`config.mk`:
```
export PLATFORM = sky130hd
export DESIGN_NAME = sbgt_timer
export DESIGN_NICKNAME = d
export VERILOG_FILES = /design/src/rtl/sbgt_pkg.sv /design/src/rtl/sbgt_timer.sv /design/src/rtl/sbgt_prescaler.sv
export SDC_FILE = /design/constraint.sdc
export NUM_CORES = 1
export LEC_CHECK = 0
export BUFFER_PORTS_ARGS = -buffer_cell sky130_fd_sc_hd__buf_2
export CORE_MARGIN = 2
export CORE_UTILIZATION = 51
export DETAILED_ROUTE_END_ITERATION = 10
export GPL_TIMING_DRIVEN = 0
export PLACE_DENSITY = 0.74
export SKIP_CTS_REPAIR_TIMING = 1
export SLEW_MARGIN = 20
export SYNTH_ARGS = -nofsm -noshare
export SYNTH_HDL_FRONTEND = slang
export SYNTH_HIERARCHICAL = 1
export SYNTH_SLANG_ARGS = --single-unit
```
`constraint.sdc`:
```
create_clock -name clk_sys -period 3.4 [get_ports clk_sys]
set_clock_uncertainty 0.2 [all_clocks]
set_input_delay 0.68 -clock clk_sys [delete_from_list [all_inputs] [get_ports clk_sys]]
set_output_delay 0.68 -clock clk_sys [all_outputs]
set_load 0.02 [all_outputs]
```
`src/rtl/sbgt_pkg.sv`:
```
/*
 * Constants shared by the gated 16-bit timer and its prescaler:
 * register offsets, field positions, reset values and divider figures.
 * Assumes a 32-bit Avalon-MM slave port with byte addresses.
 */
// How it works
// (RULE_01) Gate mode, control bit 6, counts instruction ticks only while gate pin high.
// (RULE_02) Gate mode works only with timer on and internal clock source selected.
// (RULE_03) Idle stops counting when stop-in-idle is 1; otherwise counting continues.
// (RULE_04) Prescale field bits 5:4 divides input by 1, 8, 64 or 256.
// (RULE_05) Input clock is oscillator divided by 4, or the external pin.
// (RULE_06) Prescaler clears on count write, control write and any reset.
// (RULE_07) With the timer off, writes do not clear the halted prescaler.
// (RULE_08) Control writes leave the count alone; only count writes change it.
// (RULE_09) Sleep counting only when on, external source, and sync bit 2 is 0.
// (RULE_10) Count runs up to the period value, then returns to zero next increment.
// (RULE_11) Count equal to period sets the timer flag; enable gates the request.
// (RULE_12) Software clears the flag; hardware never clears it on its own.
// (RULE_13) In gate mode, a falling gate edge also sets the timer flag.
// (RULE_14) The timer request is passed or blocked by the flag enable bit.
// (RULE_15) The flag sets on its condition whatever the enable bit says.
// (RULE_16) Synchronous external mode passes pin edges through a synchroniser; stops in sleep.
package sbgt_pkg;

    // ------------------------------------------------------------
    // Bus and register layout
    // ------------------------------------------------------------
    localparam int ADDR_W = 5;
    localparam int DATA_W = 32;
    localparam int REG_W  = 16;

    localparam logic [ADDR_W-1:0] OFF_CTRL   = 5'h00;
    localparam logic [ADDR_W-1:0] OFF_COUNT  = 5'h04;
    localparam logic [ADDR_W-1:0] OFF_PERIOD = 5'h08;
    localparam logic [ADDR_W-1:0] OFF_STATUS = 5'h0C;
    localparam logic [ADDR_W-1:0] OFF_MASK   = 5'h10;

    // ------------------------------------------------------------
    // Control, status and mask fields
    // ------------------------------------------------------------
    localparam int BIT_ON    = 15;
    localparam int BIT_SIDL  = 13;
    localparam int BIT_GATE  = 6;
    localparam int BIT_PS_HI = 5;
    localparam int BIT_PS_LO = 4;
    localparam int BIT_SYNC  = 2;
    localparam int BIT_SRC   = 1;
    localparam int BIT_MATCH = 0;

    localparam logic [REG_W-1:0] CTRL_MASK  = 16'hA076;
    localparam logic [REG_W-1:0] STAT_MASK  = 16'h0001;
    localparam logic [REG_W-1:0] RST_CTRL   = 16'h0000;
    localparam logic [REG_W-1:0] RST_COUNT  = 16'h0000;
    localparam logic [REG_W-1:0] RST_PERIOD = 16'hFFFF;
    localparam logic [REG_W-1:0] RST_MASK   = 16'h0000;

    // ------------------------------------------------------------
    // Dividers
    // ------------------------------------------------------------
    localparam int INSTR_DIV   = 4;
    localparam int INSTR_CNT_W = 2;
    localparam int PS_W        = 8;

    localparam logic [1:0] PS_SEL_1   = 2'h0;
    localparam logic [1:0] PS_SEL_8   = 2'h1;
    localparam logic [1:0] PS_SEL_64  = 2'h2;
    localparam logic [1:0] PS_SEL_256 = 2'h3;

    localparam logic [PS_W-1:0] PS_LIM_1   = 8'h00;
    localparam logic [PS_W-1:0] PS_LIM_8   = 8'h07;
    localparam logic [PS_W-1:0] PS_LIM_64  = 8'h3F;
    localparam logic [PS_W-1:0] PS_LIM_256 = 8'hFF;

endpackage : sbgt_pkg

```
`src/rtl/sbgt_timer.sv`:
```
/*
 * Gated 16-bit timer with period match, gate accumulation, idle/sleep
 * control and a sticky, maskable interrupt. Registers on Avalon-MM.
 * Assumes gate_clock_pin, cpu_idle and cpu_sleep are synchronous to clk_sys
 * except that gate mode and the synchronous external mode still resynchronise the pin.
 */
// Decided for this implementation: the register offsets and the Avalon-MM interface to the registers.
`timescale 1ns/1ps
module sbgt_timer (
    input  wire logic                        clk_sys,
    input  wire logic                        reset,
    input  wire logic [sbgt_pkg::ADDR_W-1:0] avs_address,
    input  wire logic                        avs_read,
    input  wire logic                        avs_write,
    input  wire logic [sbgt_pkg::DATA_W-1:0] avs_writedata,
    input  wire logic [3:0]                  avs_byteenable,
    output logic      [sbgt_pkg::DATA_W-1:0] avs_readdata,
    output logic                             avs_waitrequest,
    input  wire logic                        gate_clock_pin,
    input  wire logic                        cpu_idle,
    input  wire logic                        cpu_sleep,
    output logic                             irq
);

    localparam int RW = sbgt_pkg::REG_W;
    localparam logic [sbgt_pkg::INSTR_CNT_W-1:0] INSTR_LAST =
        sbgt_pkg::INSTR_CNT_W'(sbgt_pkg::INSTR_DIV - 1);

    // ------------------------------------------------------------
    // Helpers
    // ------------------------------------------------------------
    function automatic logic hit(input logic [sbgt_pkg::ADDR_W-1:0] addr,
                                 input logic [sbgt_pkg::ADDR_W-1:0] off);
        hit = (addr == off);
    endfunction : hit

    function automatic logic [RW-1:0] merge16(input logic [RW-1:0] old,
                                              input logic [RW-1:0] wdata,
                                              input logic [1:0]    be);
        merge16 = {be[1] ? wdata[15:8] : old[15:8], be[0] ? wdata[7:0] : old[7:0]};
    endfunction : merge16

    // ------------------------------------------------------------
    // Registers and state
    // ------------------------------------------------------------
    logic [RW-1:0] timer_control_register;
    logic [RW-1:0] count_register;
    logic [RW-1:0] period;
    logic [RW-1:0] irq_enable_reg_0;
    logic          period_match_flag;
    logic          flag_snap;
    logic          ack;
    logic [sbgt_pkg::INSTR_CNT_W-1:0] instr_div;
    logic          gate_meta;
    logic          gate_sync;
    logic          gate_sync_d;
    logic          gate_raw_d;

    logic          timer_on;
    logic          stop_in_idle;
    logic          gate_accumulate_enable;
    logic [1:0]    prescale_select;
    logic          external_sync_select;
    logic          clock_source_select;

    logic          req;
    logic          wr_ok;
    logic          rd_ok;
    logic          ctrl_wr;
    logic          count_wr;
    logic          period_wr;
    logic          mask_wr;
    logic          status_rd;
    logic          presc_clear;
    logic          instruction_cycle_clock;
    logic          idle_halt;
    logic          gate_mode;
    logic          gate_fall;
    logic          ext_async_edge;
    logic          ext_sync_edge;
    logic          tick_in;
    logic          ps_tick;
    logic          match_evt;
    logic          gate_end_evt;
    logic          flag_set;
    logic [RW-1:0] next_count;

    assign timer_on               = timer_control_register[sbgt_pkg::BIT_ON];
    assign stop_in_idle           = timer_control_register[sbgt_pkg::BIT_SIDL];
    assign gate_accumulate_enable = timer_control_register[sbgt_pkg::BIT_GATE];
    assign prescale_select        =
        timer_control_register[sbgt_pkg::BIT_PS_HI:sbgt_pkg::BIT_PS_LO];
    assign external_sync_select   = timer_control_register[sbgt_pkg::BIT_SYNC];
    assign clock_source_select    = timer_control_register[sbgt_pkg::BIT_SRC];

    // ------------------------------------------------------------
    // Avalon slave: one wait cycle, writes land at the ack edge
    // ------------------------------------------------------------
    assign req             = avs_read || avs_write;
    assign avs_waitrequest = req && !ack;
    assign wr_ok           = avs_write && ack;
    assign rd_ok           = avs_read && ack;
    assign ctrl_wr   = wr_ok && hit(avs_address, sbgt_pkg::OFF_CTRL)   && |avs_byteenable[1:0];
    assign count_wr  = wr_ok && hit(avs_address, sbgt_pkg::OFF_COUNT)  && |avs_byteenable[1:0];
    assign period_wr = wr_ok && hit(avs_address, sbgt_pkg::OFF_PERIOD) && |avs_byteenable[1:0];
    assign mask_wr   = wr_ok && hit(avs_address, sbgt_pkg::OFF_MASK)   && |avs_byteenable[1:0];
    assign status_rd = rd_ok && hit(avs_address, sbgt_pkg::OFF_STATUS);

    // Ack rises once per request, so back-to-back requests each wait once
    always_ff @(posedge clk_sys) begin
        if (reset) begin
            ack <= 1'b0;
        end else begin
            ack <= req && !ack;
        end
    end

    // Read data is caught one edge early so it stands at the ack edge
    always_ff @(posedge clk_sys) begin
        if (reset) begin
            avs_readdata <= '0;
            flag_snap    <= 1'b0;
        end else if (avs_read && !ack) begin
            flag_snap <= hit(avs_address, sbgt_pkg::OFF_STATUS) && period_match_flag;
            if (hit(avs_address, sbgt_pkg::OFF_CTRL)) begin
                avs_readdata <= {{(sbgt_pkg::DATA_W-RW){1'b0}}, timer_control_register};
            end else if (hit(avs_address, sbgt_pkg::OFF_COUNT)) begin
                avs_readdata <= {{(sbgt_pkg::DATA_W-RW){1'b0}}, count_register};
            end else if (hit(avs_address, sbgt_pkg::OFF_PERIOD)) begin
                avs_readdata <= {{(sbgt_pkg::DATA_W-RW){1'b0}}, period};
            end else if (hit(avs_address, sbgt_pkg::OFF_STATUS)) begin
                avs_readdata <= {{(sbgt_pkg::DATA_W-1){1'b0}}, period_match_flag};
            end else if (hit(avs_address, sbgt_pkg::OFF_MASK)) begin
                avs_readdata <= {{(sbgt_pkg::DATA_W-RW){1'b0}}, irq_enable_reg_0};
            end else begin
                avs_readdata <= '0;
            end
        end
    end

    // ------------------------------------------------------------
    // Configuration registers
    // ------------------------------------------------------------
    always_ff @(posedge clk_sys) begin
        if (reset) begin
            timer_control_register <= sbgt_pkg::RST_CTRL;
        end else if (ctrl_wr) begin
            timer_control_register <= merge16(timer_control_register,
                avs_writedata[RW-1:0], avs_byteenable[1:0]) & sbgt_pkg::CTRL_MASK;
        end
    end

    always_ff @(posedge clk_sys) begin
        if (reset) begin
            period <= sbgt_pkg::RST_PERIOD;
        end else if (period_wr) begin
            period <= merge16(period, avs_writedata[RW-1:0], avs_byteenable[1:0]);
        end
    end

    always_ff @(posedge clk_sys) begin
        if (reset) begin
            irq_enable_reg_0 <= sbgt_pkg::RST_MASK;
        end else if (mask_wr) begin
            irq_enable_reg_0 <= merge16(irq_enable_reg_0, avs_writedata[RW-1:0],
                avs_byteenable[1:0]) & sbgt_pkg::STAT_MASK;
        end
    end

    // ------------------------------------------------------------
    // Clock sources
    // ------------------------------------------------------------
    // Free-running: the first internal tick after turn-on lands anywhere in four cycles
    always_ff @(posedge clk_sys) begin
        if (reset) begin
            instr_div <= '0;
        end else begin
            instr_div <= instr_div + 1'b1;
        end
    end
    assign instruction_cycle_clock = (instr_div == INSTR_LAST);       // RULE_05

    // gate_meta feeds gate_sync only; edges are taken after the second stage
    always_ff @(posedge clk_sys) begin
        if (reset) begin
            gate_meta   <= 1'b0;
            gate_sync   <= 1'b0;
            gate_sync_d <= 1'b0;
            gate_raw_d  <= 1'b0;
        end else begin
            gate_meta   <= gate_clock_pin;                              // RULE_16
            gate_sync   <= gate_meta;
            gate_sync_d <= gate_sync;
            gate_raw_d  <= gate_clock_pin;
        end
    end
    assign ext_sync_edge  = gate_sync && !gate_sync_d;                 // RULE_16
    assign ext_async_edge = gate_clock_pin && !gate_raw_d;
    assign gate_fall      = !gate_sync && gate_sync_d;

    // An external source ignores the gate bit; gate events need the internal clock
    assign gate_mode = timer_on && !clock_source_select && gate_accumulate_enable; // RULE_02
    assign idle_halt = cpu_idle && stop_in_idle;                       // RULE_03

    // Sleep stops the core clock, so only the unsynchronised pin path survives it
    always_comb begin
        tick_in = 1'b0;
        if (timer_on && !idle_halt) begin
            if (!clock_source_select) begin
                tick_in = instruction_cycle_clock && !cpu_sleep
                       && (!gate_accumulate_enable || gate_sync);      // RULE_01
            end else if (external_sync_select) begin
                tick_in = ext_sync_edge && !cpu_sleep;                 // RULE_16
            end else begin
                tick_in = ext_async_edge;                              // RULE_09
            end
        end
    end

    // A halted prescaler has no clock, so the write that turns the timer on cannot clear it
    assign presc_clear = (count_wr || ctrl_wr) && timer_on;            // RULE_06 RULE_07

    sbgt_prescaler #(
        .PS_W      (sbgt_pkg::PS_W)
    ) u_prescaler (
        .clk_sys   (clk_sys),
        .reset     (reset),
        .enable    (timer_on),
        .clear     (presc_clear),
        .ratio_sel (prescale_select),
        .tick_in   (tick_in),
        .tick_out  (ps_tick)
    );

    // ------------------------------------------------------------
    // Count and interrupt
    // ------------------------------------------------------------
    // A count write beats a tick on the same edge, and that tick is no match
    assign match_evt    = ps_tick && (count_register == period) && !count_wr; // RULE_11
    assign gate_end_evt = gate_mode && gate_fall;                      // RULE_13
    assign flag_set     = match_evt || gate_end_evt;                   // RULE_15

    always_comb begin
        next_count = count_register;
        if (count_wr) begin
            next_count = merge16(count_register, avs_writedata[RW-1:0],
                                 avs_byteenable[1:0]);                 // RULE_08
        end else if (ps_tick) begin
            next_count = (count_register == period) ?
                         sbgt_pkg::RST_COUNT : count_register + 1'b1;  // RULE_10
        end
    end

    always_ff @(posedge clk_sys) begin
        if (reset) begin
            count_register <= sbgt_pkg::RST_COUNT;
        end else begin
            count_register <= next_count;
        end
    end

    // Only a reported flag is cleared; a new event on the same edge wins
    always_ff @(posedge clk_sys) begin
        if (reset) begin
            period_match_flag <= 1'b0;
        end else begin
            period_match_flag <= flag_set
                || (period_match_flag && !(status_rd && flag_snap));   // RULE_12
        end
    end

    // Level request: stays up until software reads the status register or clears the enable bit
    assign irq = period_match_flag && irq_enable_reg_0[sbgt_pkg::BIT_MATCH]; // RULE_14

    // ------------------------------------------------------------
    // Checks
    // ------------------------------------------------------------
    a_gate_low_hold : assert property (@(posedge clk_sys) disable iff (reset) // RULE_01
        gate_mode && !gate_sync && !count_wr |=> $stable(count_register))
        else $error("count moved with gate low");

    a_gate_needs_int : assert property (@(posedge clk_sys) disable iff (reset) // RULE_02
        timer_on && clock_source_select && !external_sync_select && !idle_halt
        && ext_async_edge |-> tick_in && !gate_end_evt)
        else $error("gate bit held back external count");

    a_idle_stop : assert property (@(posedge clk_sys) disable iff (reset) // RULE_03
        idle_halt && !count_wr |=> $stable(count_register))
        else $error("count moved in stopped idle");

    a_instr_div4 : assert property (@(posedge clk_sys) disable iff (reset) // RULE_05
        instruction_cycle_clock |=> !instruction_cycle_clock [*3] ##1 instruction_cycle_clock)
        else $error("instruction tick not every four cycles");

    a_ctrl_keeps_count : assert property (@(posedge clk_sys) disable iff (reset) // RULE_08
        ctrl_wr && !ps_tick |=> $stable(count_register))
        else $error("control write changed count");

    a_sleep_stop : assert property (@(posedge clk_sys) disable iff (reset) // RULE_09
        cpu_sleep && !(timer_on && clock_source_select && !external_sync_select)
        && !count_wr |=> $stable(count_register))
        else $error("count moved in sleep");

    a_wrap_zero : assert property (@(posedge clk_sys) disable iff (reset) // RULE_10
        ps_tick && count_register == period && !count_wr
        |=> count_register == sbgt_pkg::RST_COUNT)
        else $error("no wrap at period");

    a_match_flag : assert property (@(posedge clk_sys) disable iff (reset) // RULE_11
        match_evt |=> period_match_flag)
        else $error("match did not set flag");

    a_flag_sticky : assert property (@(posedge clk_sys) disable iff (reset) // RULE_12
        period_match_flag && !status_rd |=> period_match_flag)
        else $error("flag cleared without read");

    a_gate_fall_flag : assert property (@(posedge clk_sys) disable iff (reset) // RULE_13
        gate_mode && $fell(gate_sync) |=> period_match_flag)
        else $error("gate fall did not set flag");

    a_irq_follows : assert property (@(posedge clk_sys) disable iff (reset) // RULE_14
        flag_set && irq_enable_reg_0[sbgt_pkg::BIT_MATCH] && !mask_wr |=> irq)
        else $error("enabled event gave no interrupt");

    a_flag_unmasked : assert property (@(posedge clk_sys) disable iff (reset) // RULE_15
        flag_set && !irq_enable_reg_0[sbgt_pkg::BIT_MATCH] |=> period_match_flag)
        else $error("masked event lost its flag");

    a_bus_one_wait : assert property (@(posedge clk_sys) disable iff (reset)
        req && !ack |=> !avs_waitrequest)
        else $error("bus answer late");

    // Scenarios the bench is meant to reach
    c_wrap : cover property (@(posedge clk_sys) disable iff (reset) match_evt);
    c_gate_end : cover property (@(posedge clk_sys) disable iff (reset) gate_end_evt);
    c_irq_clear : cover property (@(posedge clk_sys) disable iff (reset)
        irq ##1 status_rd ##1 !irq);
    c_async_sleep : cover property (@(posedge clk_sys) disable iff (reset)
        cpu_sleep && ps_tick);
    c_sync_tick : cover property (@(posedge clk_sys) disable iff (reset)
        external_sync_select && ps_tick);

endmodule : sbgt_timer

```
`src/rtl/sbgt_prescaler.sv`:
```
/*
 * Prescaler: passes one of every 1, 8, 64 or 256 input ticks.
 * Assumes tick_in is a one-cycle pulse in the clk_sys domain.
 */
`timescale 1ns/1ps
module sbgt_prescaler #(
    parameter int PS_W = sbgt_pkg::PS_W
) (
    input  wire logic       clk_sys,
    input  wire logic       reset,
    input  wire logic       enable,
    input  wire logic       clear,
    input  wire logic [1:0] ratio_sel,
    input  wire logic       tick_in,
    output logic            tick_out
);

    logic [PS_W-1:0] cnt;
    logic [PS_W-1:0] limit;

    function automatic logic [PS_W-1:0] ratio_limit(input logic [1:0] sel);
        unique case (sel)
            sbgt_pkg::PS_SEL_1:   ratio_limit = PS_W'(sbgt_pkg::PS_LIM_1);
            sbgt_pkg::PS_SEL_8:   ratio_limit = PS_W'(sbgt_pkg::PS_LIM_8);
            sbgt_pkg::PS_SEL_64:  ratio_limit = PS_W'(sbgt_pkg::PS_LIM_64);
            sbgt_pkg::PS_SEL_256: ratio_limit = PS_W'(sbgt_pkg::PS_LIM_256);
        endcase
    endfunction : ratio_limit

    assign limit    = ratio_limit(ratio_sel);                       // RULE_04
    assign tick_out = enable && tick_in && (cnt >= limit) && !clear;

    // A halted prescaler ignores clears; only reset reaches it then
    always_ff @(posedge clk_sys) begin
        if (reset) begin
            cnt <= '0;                                              // RULE_06
        end else if (enable) begin                                  // RULE_07
            if (clear) begin
                cnt <= '0;                                          // RULE_06
            end else if (tick_in) begin
                cnt <= (cnt >= limit) ? '0 : cnt + 1'b1;
            end
        end
    end

    a_ps_clear_zero : assert property (@(posedge clk_sys) disable iff (reset) // RULE_06
        enable && clear |=> cnt == '0)
        else $error("prescaler not cleared by write");
    a_ps_halt_hold : assert property (@(posedge clk_sys) disable iff (reset) // RULE_07
        !enable |=> $stable(cnt))
        else $error("halted prescaler changed");
    a_ps_ratio_out : assert property (@(posedge clk_sys) disable iff (reset) // RULE_04
        tick_out |-> cnt == limit)
        else $error("prescaler output off ratio");

endmodule : sbgt_prescaler

```
==> results.py, run 1 <==
metrics = {
    "timing": {
        "slew_violations": 0,
        "fin_crit_ps": 3340,
        "setup_viol": 0,
        "fmax_mhz": 299,
        "holdWs_ps": 238,
        "period_share_pct": 98.2,
        "maxSlewHeadroom_pct": 51.1,
        "hold_viol": 0,
        "tightest_slew_ps": 733,
    },
    "worst_hold_path": {
        "hp-class": "reg -> reg",
    },
    "grt": {
        "track_usage_pct": 27.4,
        "grt_overflow": 0,
        "grt_pass1_wl_mm": 19.2,
        "grt_start_max_net_pins": 15,
        "grt_pass1_vias": 3683,
        "antenna_found_initial": 0,
    },
    "floorplanning": {
        "initial_core_util_pct": 52.6,
        "core_area_um2": 8220,
        "fp.dieW_um": 96.1,
        "fp.dieH_um": 96.1,
        "io_pins": 82,
        "num_rows": 33,
        "fp.dieArea_um2": 9230,
    },
    "critical_path": {
        "worst_setup_path_start_kind": "primary input",
        "critPathMaxFanout": 10,
        "critical_path_class": "in -> reg",
        "critPathCaptureType": "flop",
        "cp.arrival_ps": 3410,
        "cp.required_ps": 3470,
    },
    "status": {
        "status": "completed",
    },
    "yosys": {
        "yosys.area.top_type": "dfxtp_1",
        "synth_top_area_share_pct": 33.4,
        "ys_seq_area_share_pct": 33.4,
        "ys_top_cells_by_area": "dfxtp_1, xor2_1, nand2_1",
        "synth_cell_types": 62,
        "synth_area_um2": 4320,
        "synth_edf_count": 0,
        "synthFlopType": "dfxtp_1",
        "yosys_warnings": 6,
        "syn_area_per_cell_um2": 8.52,
        "async_flop_share_pct": 0,
        "synth-seq-cells": 72,
        "syn_inst": 507,
    },
    "final_layout": {
        "fill_cells": 756,
        "nets": 641,
        "drive_gt1_share_pct": 19.9,
        "areaGrowthSynthToFinish_pct": 16.2,
        "antenna_cells": 0,
        "stdcell_count": 694,
        "final_core_util_pct": 61.1,
    },
    "cts": {
        "cts-root-buf": "clkbuf_8",
        "clock-sinks": 72,
        "clk_pin_slew_ps": 90,
        "clock_latency_ps": 360,
        "cts_buffer_depth": 2,
        "htree_num_levels": 3,
        "cts_tree": "built",
        "cts_buffers": 9,
    },
    "routing": {
        "drtIter0Drc": 269,
        "drt-total-wl_mm": 12.2,
        "drt-pass1-iter-count": 6,
        "vias": 4150,
        "drc": 0,
        "wl_per_cell_um": 17.6,
        "via_per_inst": 5.98,
        "drt.antenna.violating_nets": 0,
    },
    "run": {
        "maxCapViolations": 0,
    },
    "pwr": {
        "leakagePower_nw": 1.95,
        "powerDensity_nw_per_um2": 363,
        "vdd_drop_max_mv": 0.233,
    },
    "placed_design": {
        "placed_cells": 673,
        "dp_hpwl_mm": 8.98,
        "portBuffers": 46,
        "gp_congestion": 0.969,
    },
}
[power breakdown]
group / internal, mW / switching [mW]
combinational: 0.0604 / 0.107
sequential: 0.855 / 0.00592
clock: 0.422 / 0.370
[cells in the mapped netlist, types with 6 or more instances]
cell	count
nor2b_1	16
nand2_1	41
buf_2	6
a211oi_1	12
inv_1	10
clkbuf_1	21
a211o_1	9
a22oi_1	7
nand3b_1	10
o211ai_1	6
o21ai_0	12
nand4_1	21
xor2_1	18
buf_4	19
nor3_1	16
ha_1	9
a31oi_1	14
and3_1	8
dfxtp_1	72
a21oi_1	18
nand2b_1	6
mux2i_1	14
nor2_1	37
nand3_1	25
a221oi_1	8
[cell families (layout without fill, tap and decap cells)]
group,count (synthesis),count (layout),synth area share (%)
simple gates,210,210,26.3
compound gates,114,114,21.6
flops,72,72,33.4
buf+inv,66,133,8.57
xor+xnor,21,21,4.26
mux,14,14,3.24
fa+ha+maj,9,9,2.61
other cells,1,16,0.0868
[cells in the final DEF (no fill, tap or decap), types with 10 or more instances in the layout]
master	synthesis	final
nor2_1	37	37
clkbuf_1	21	21
mux2i_1	14	14
xor2_1	18	18
nand2_1	41	41
a31oi_1	14	14
dfxtp_1	72	72
o21ai_0	12	12
buf_4	19	24
buf_2	6	52
nand4_1	21	21
nor2b_1	16	16
conb_1	1	16
a211oi_1	12	12
inv_1	10	10
a21oi_1	18	18
nand3b_1	10	10
nand3_1	25	25
nor3_1	16	15
[worst max-delay path, stage by stage]
cell and delay, ps:
buf_2 130, or4_4 540, buf_6 180, nor3_4 250, buf_6 210, o31a_1 200, and4b_1 310, o31ai_4 180
and2_1 200, buf_2 200, a21oi_1 120, a31oi_1 210
[worst paths after layout]
kind / from / to / slack [ps] / depth (start not counted)
max: avs_address[4] / count_register[10] / 60 / 12
min: instr_div[0] / instr_div[0] / 240 / 1
max reg2reg: timer_control_register[5] / count_register[10] / 110 / 11
min reg2reg: instr_div[0] / instr_div[0] / 240 / 1
[per-layer routing]
metal	track usage (%)	routed length [µm]	part of all wire (%)	vias up
met4	11.7	323	2.6	0
met3	6.19	1000	8.2	36
met2	42.1	5580	46	192
met5	0	0	0	-
met1	36.9	5300	43	1920
li1	-	-	-	2002
[area by class of cell]
class                   instances  area [µm²]  area share [%]
repair buffers                 51         268            5.33
multi-input cells             384        2580            51.4
inverters                      10        37.5           0.747
clock inverters                 7         104            2.07
well taps                     105         131            2.62
flip-flops and latches         72        1440            28.7
plain buffers                  56         333            6.63
clock buffers                   9         124            2.47
[through the flow]
stage | cell area (µm²) | total power, mW | setup TNS (ps) | setup slack, ps
floorplan | 4380 | 0.988 | 0 | 96.8
global placement | 4740 | 1.04 | -7000 | -514
detailed placement | 4740 | 1.05 | -7050 | -498
CTS | 4970 | 1.82 | -1120 | -173
global route | 5020 | 1.89 | -28.0 | -28.0
finish | 5020 | 1.82 | 0 | 60.6
[registers in the layout, indices dropped and copies added, names as in the netlist]
name	cells
period	16
period_match_flag	1
count_register	16
ack	1
gate_sync_d	1
irq_enable_reg_0	1
flag_snap	1
instr_div	2
timer_control_register	7
avs_readdata	16
u_prescaler/cnt	8
gate_raw_d	1
gate_sync	1
(Power assumes the default switching activity.)
==> run 2: changes to the inputs <==
--- a/config.mk
+++ b/config.mk
@@ -6,4 +6,5 @@
 export NUM_CORES = 1
 export LEC_CHECK = 0
+export ABC_AREA = 1
 export BUFFER_PORTS_ARGS = -buffer_cell sky130_fd_sc_hd__buf_2
 export CORE_MARGIN = 2
--- a/constraint.sdc
+++ b/constraint.sdc
@@ -3,3 +3,3 @@
 set_input_delay 0.68 -clock clk_sys [delete_from_list [all_inputs] [get_ports clk_sys]]
 set_output_delay 0.68 -clock clk_sys [all_outputs]
-set_load 0.02 [all_outputs]
+set_load 0.005 [all_outputs]
==> run 2 against run 1 <==
  * Worst hold slack got worse by 12 ps
  * Final area shrank 1.2%
  * Die area grew 1.2%
  * Non-clock buffer count decreased by 24
  * Critical endpoint is now count_register[15]
  * Count of clock-buffer cells in the layout is 4 higher
  * Worst setup slack better by 260 ps
  * Routed wire length up 1.0%
  * Critical path type unchanged
  * Critical path depth increased by 1
  * Power is 12% lower
  * Synthesized area up 1.2%
  * Sequential share of layout area is 0.34 points higher
  * Clock power decreased by 23%
==> results.py, run 2 <==
metrics = {
    "timing": {
        "period_share_pct": 90.5,
        "tns_ps": 0,
        "setup_viol": 0,
        "tightest_slew_ps": 597,
        "finalWorstSetupSlack_ps": 324,
        "slew_violations": 0,
        "fin_crit_ps": 3080,
        "fmax_mhz": 325,
        "hold_viol": 0,
        "rsz0062_at_grt": "false",
        "maxSlewHeadroom_pct": 60.2,
    },
    "routing": {
        "vias": 4433,
        "wl_met2_mm": 5.72,
        "wl_met1_mm": 5.44,
        "drt-pass1-iter-count": 5,
        "drt-total-wl_mm": 12.3,
        "drtIter0Drc": 412,
        "wl_per_cell_um": 14.8,
        "top_layer": "met4",
        "drc": 0,
        "via_per_inst": 5.33,
        "drt.antenna.violating_nets": 0,
        "wl_met3_um": 959,
    },
    "yosys": {
        "syn_inst": 649,
        "synth_edf_count": 0,
        "async_flop_share_pct": 0,
        "synth_top_area_share_pct": 33.0,
        "synth-simple-area-share_pct": 30.1,
        "synth_cell_types": 42,
        "ys_top_cells_by_area": "dfxtp_1, nand2_1, a21oi_1",
        "yosys_warnings": 6,
        "synth-seq-cells": 72,
        "ys_seq_area_share_pct": 33.0,
        "syn_area_per_cell_um2": 6.74,
        "synth_top_family_by_area": "simple AND/OR/NAND/NOR gates",
        "synth.mux.area_fraction_pct": 0,
        "synthXorXnorAreaFrac_pct": 3.00,
        "synthFlopType": "dfxtp_1",
        "synthTopCellsByCount": "nand2_1, inv_1, nor2_1",
        "synth_compound_area_share_pct": 18.0,
        "synth_fa_ha_area_share_pct": 2.57,
        "synth_area_um2": 4370,
        "yosysMostFrequentCell": "nand2_1",
        "yosys.area.top_type": "dfxtp_1",
    },
    "critical_path": {
        "slowest_stage": "a221oi_1",
        "critPathCaptureType": "flop",
        "slowest_delay_ps": 600,
        "cp.required_ps": 3440,
        "crit_chain": "buf_2, nor2_4, nand3_4, clkbuf_1, a221oi_1, inv_1, and3_1, a21boi_1, nand2_4, buf_4, nand3_1, nand2_1, a21oi_1",
        "cp.depth": 13,
        "cp_top_family": "simple AND/OR/NAND/NOR gates",
        "critPathBufInv": 4,
        "critical_path_class": "in -> reg",
        "worst_r2r_path_depth": 12,
        "critPathMaxFanout": 10,
        "worst_setup_path_start_kind": "primary input",
        "cp.arrival_ps": 3110,
    },
    "cts": {
        "cts_buffer_depth": 2,
        "cts_tree": "built",
        "clock_latency_ps": 350,
        "clock-sinks": 72,
        "clk_pin_slew_ps": 80,
        "cts_buffers": 9,
        "cts-root-buf": "clkbuf_8",
        "htree_num_levels": 3,
    },
    "floorplanning": {
        "initial_core_util_pct": 53.0,
        "io_pins": 82,
        "fp.dieW_um": 96.6,
        "fp.dieArea_um2": 9330,
        "core_area_um2": 8260,
        "fp.dieH_um": 96.6,
        "num_rows": 33,
    },
    "run": {
        "maxCapViolations": 0,
    },
    "grt": {
        "grt_pass1_vias": 4023,
        "grt_overflow": 0,
        "grt_start_max_net_pins": 12,
        "antenna_found_initial": 0,
        "grt_pass1_wl_mm": 20.1,
        "track_usage_pct": 26.3,
    },
    "placed_design": {
        "dp_hpwl_mm": 9.29,
        "place_area_um2": 4800,
        "gp_congestion": 0.929,
        "portBuffers": 47,
        "dp_slack_ps": 7.16,
    },
    "worst_hold_path": {
        "hp-class": "reg -> reg",
        "whs_path_depth": 1,
    },
    "final_layout": {
        "antenna_cells": 0,
        "layout.cells.most_common": "nand2_1",
        "nets": 779,
        "top_regs": "avs_readdata x16, count_register x16, period x16",
        "fill_cells": 816,
        "drive_gt1_share_pct": 16.6,
        "areaGrowthSynthToFinish_pct": 13.5,
        "layout_common_cells": "nand2_1, inv_1, nor2_1, dfxtp_1, a21oi_1",
        "design_area_um2": 4960,
    },
    "pwr": {
        "leakagePower_nw": 2.40,
        "vdd_drop_max_mv": 0.217,
        "powerDensity_nw_per_um2": 323,
    },
    "status": {
        "status": "completed",
    },
}
==> run 2: worst paths after layout <==
check	to	slack [ps]	from
setup / recovery	count_register[15]	320	avs_address[1]
hold / removal	instr_div[0]	230	instr_div[0]
setup reg to reg	count_register[15]	590	ack
hold reg to reg	instr_div[0]	230	instr_div[0]
==> run 2: logic make-up after synthesis <==
family | after synthesis
compound gates | 133
simple gates | 292
buf+inv | 127
flops | 72
other cells | 1
xor+xnor | 15
fa+ha+maj | 9
==> run 2: cell type report <==
type | instances | area, µm² | share of cell area [%]
multi-input combinational | 465 | 2410 | 48.6
sequential | 72 | 1440 | 29.0
inverter | 91 | 342 | 6.88
timing repair buffer | 47 | 235 | 4.74
buffer | 36 | 235 | 4.74
clock buffer | 13 | 149 | 3.00
tap | 105 | 131 | 2.65
clock inverter | 3 | 17.5 | 0.353
==> run 2: power by group <==
part	internal [mW]	switching [mW]
Clock	0.284	0.324
Sequential	0.854	0.00737
Combinational	0.0477	0.0841
==> run 2: through the flow <==
step                      total power [mW]  hold WS, ps  util, %  cells
after floorplan                      0.957          199        -    664
after global placement                1.01          208     58.1    816
after detailed placement              1.01          217     58.1    816
after CTS                             1.60          230     60.1    832
after global routing                  1.66          247     60.1    832
final                                 1.60          226     60.1    832
==> run 2: metal layers <==
layer,global-route usage (%),vias to the layer above
met5,0,-
met4,7.37,0
met3,7.15,18
met2,42.3,179
met1,34.8,2019
li1,-,2217
==> run 2: worst reg2reg max path, cell delays in order, from the launching register on <==
cell and delay, ps:
dfxtp_1 420, nand2_2 150, nor2_4 220, inv_2 110
a221oi_1 560, inv_1 130, and3_1 190, a21boi_1 160
nand2_4 140, buf_4 200, nand3_1 90, nand2_1 80
a21oi_1 50
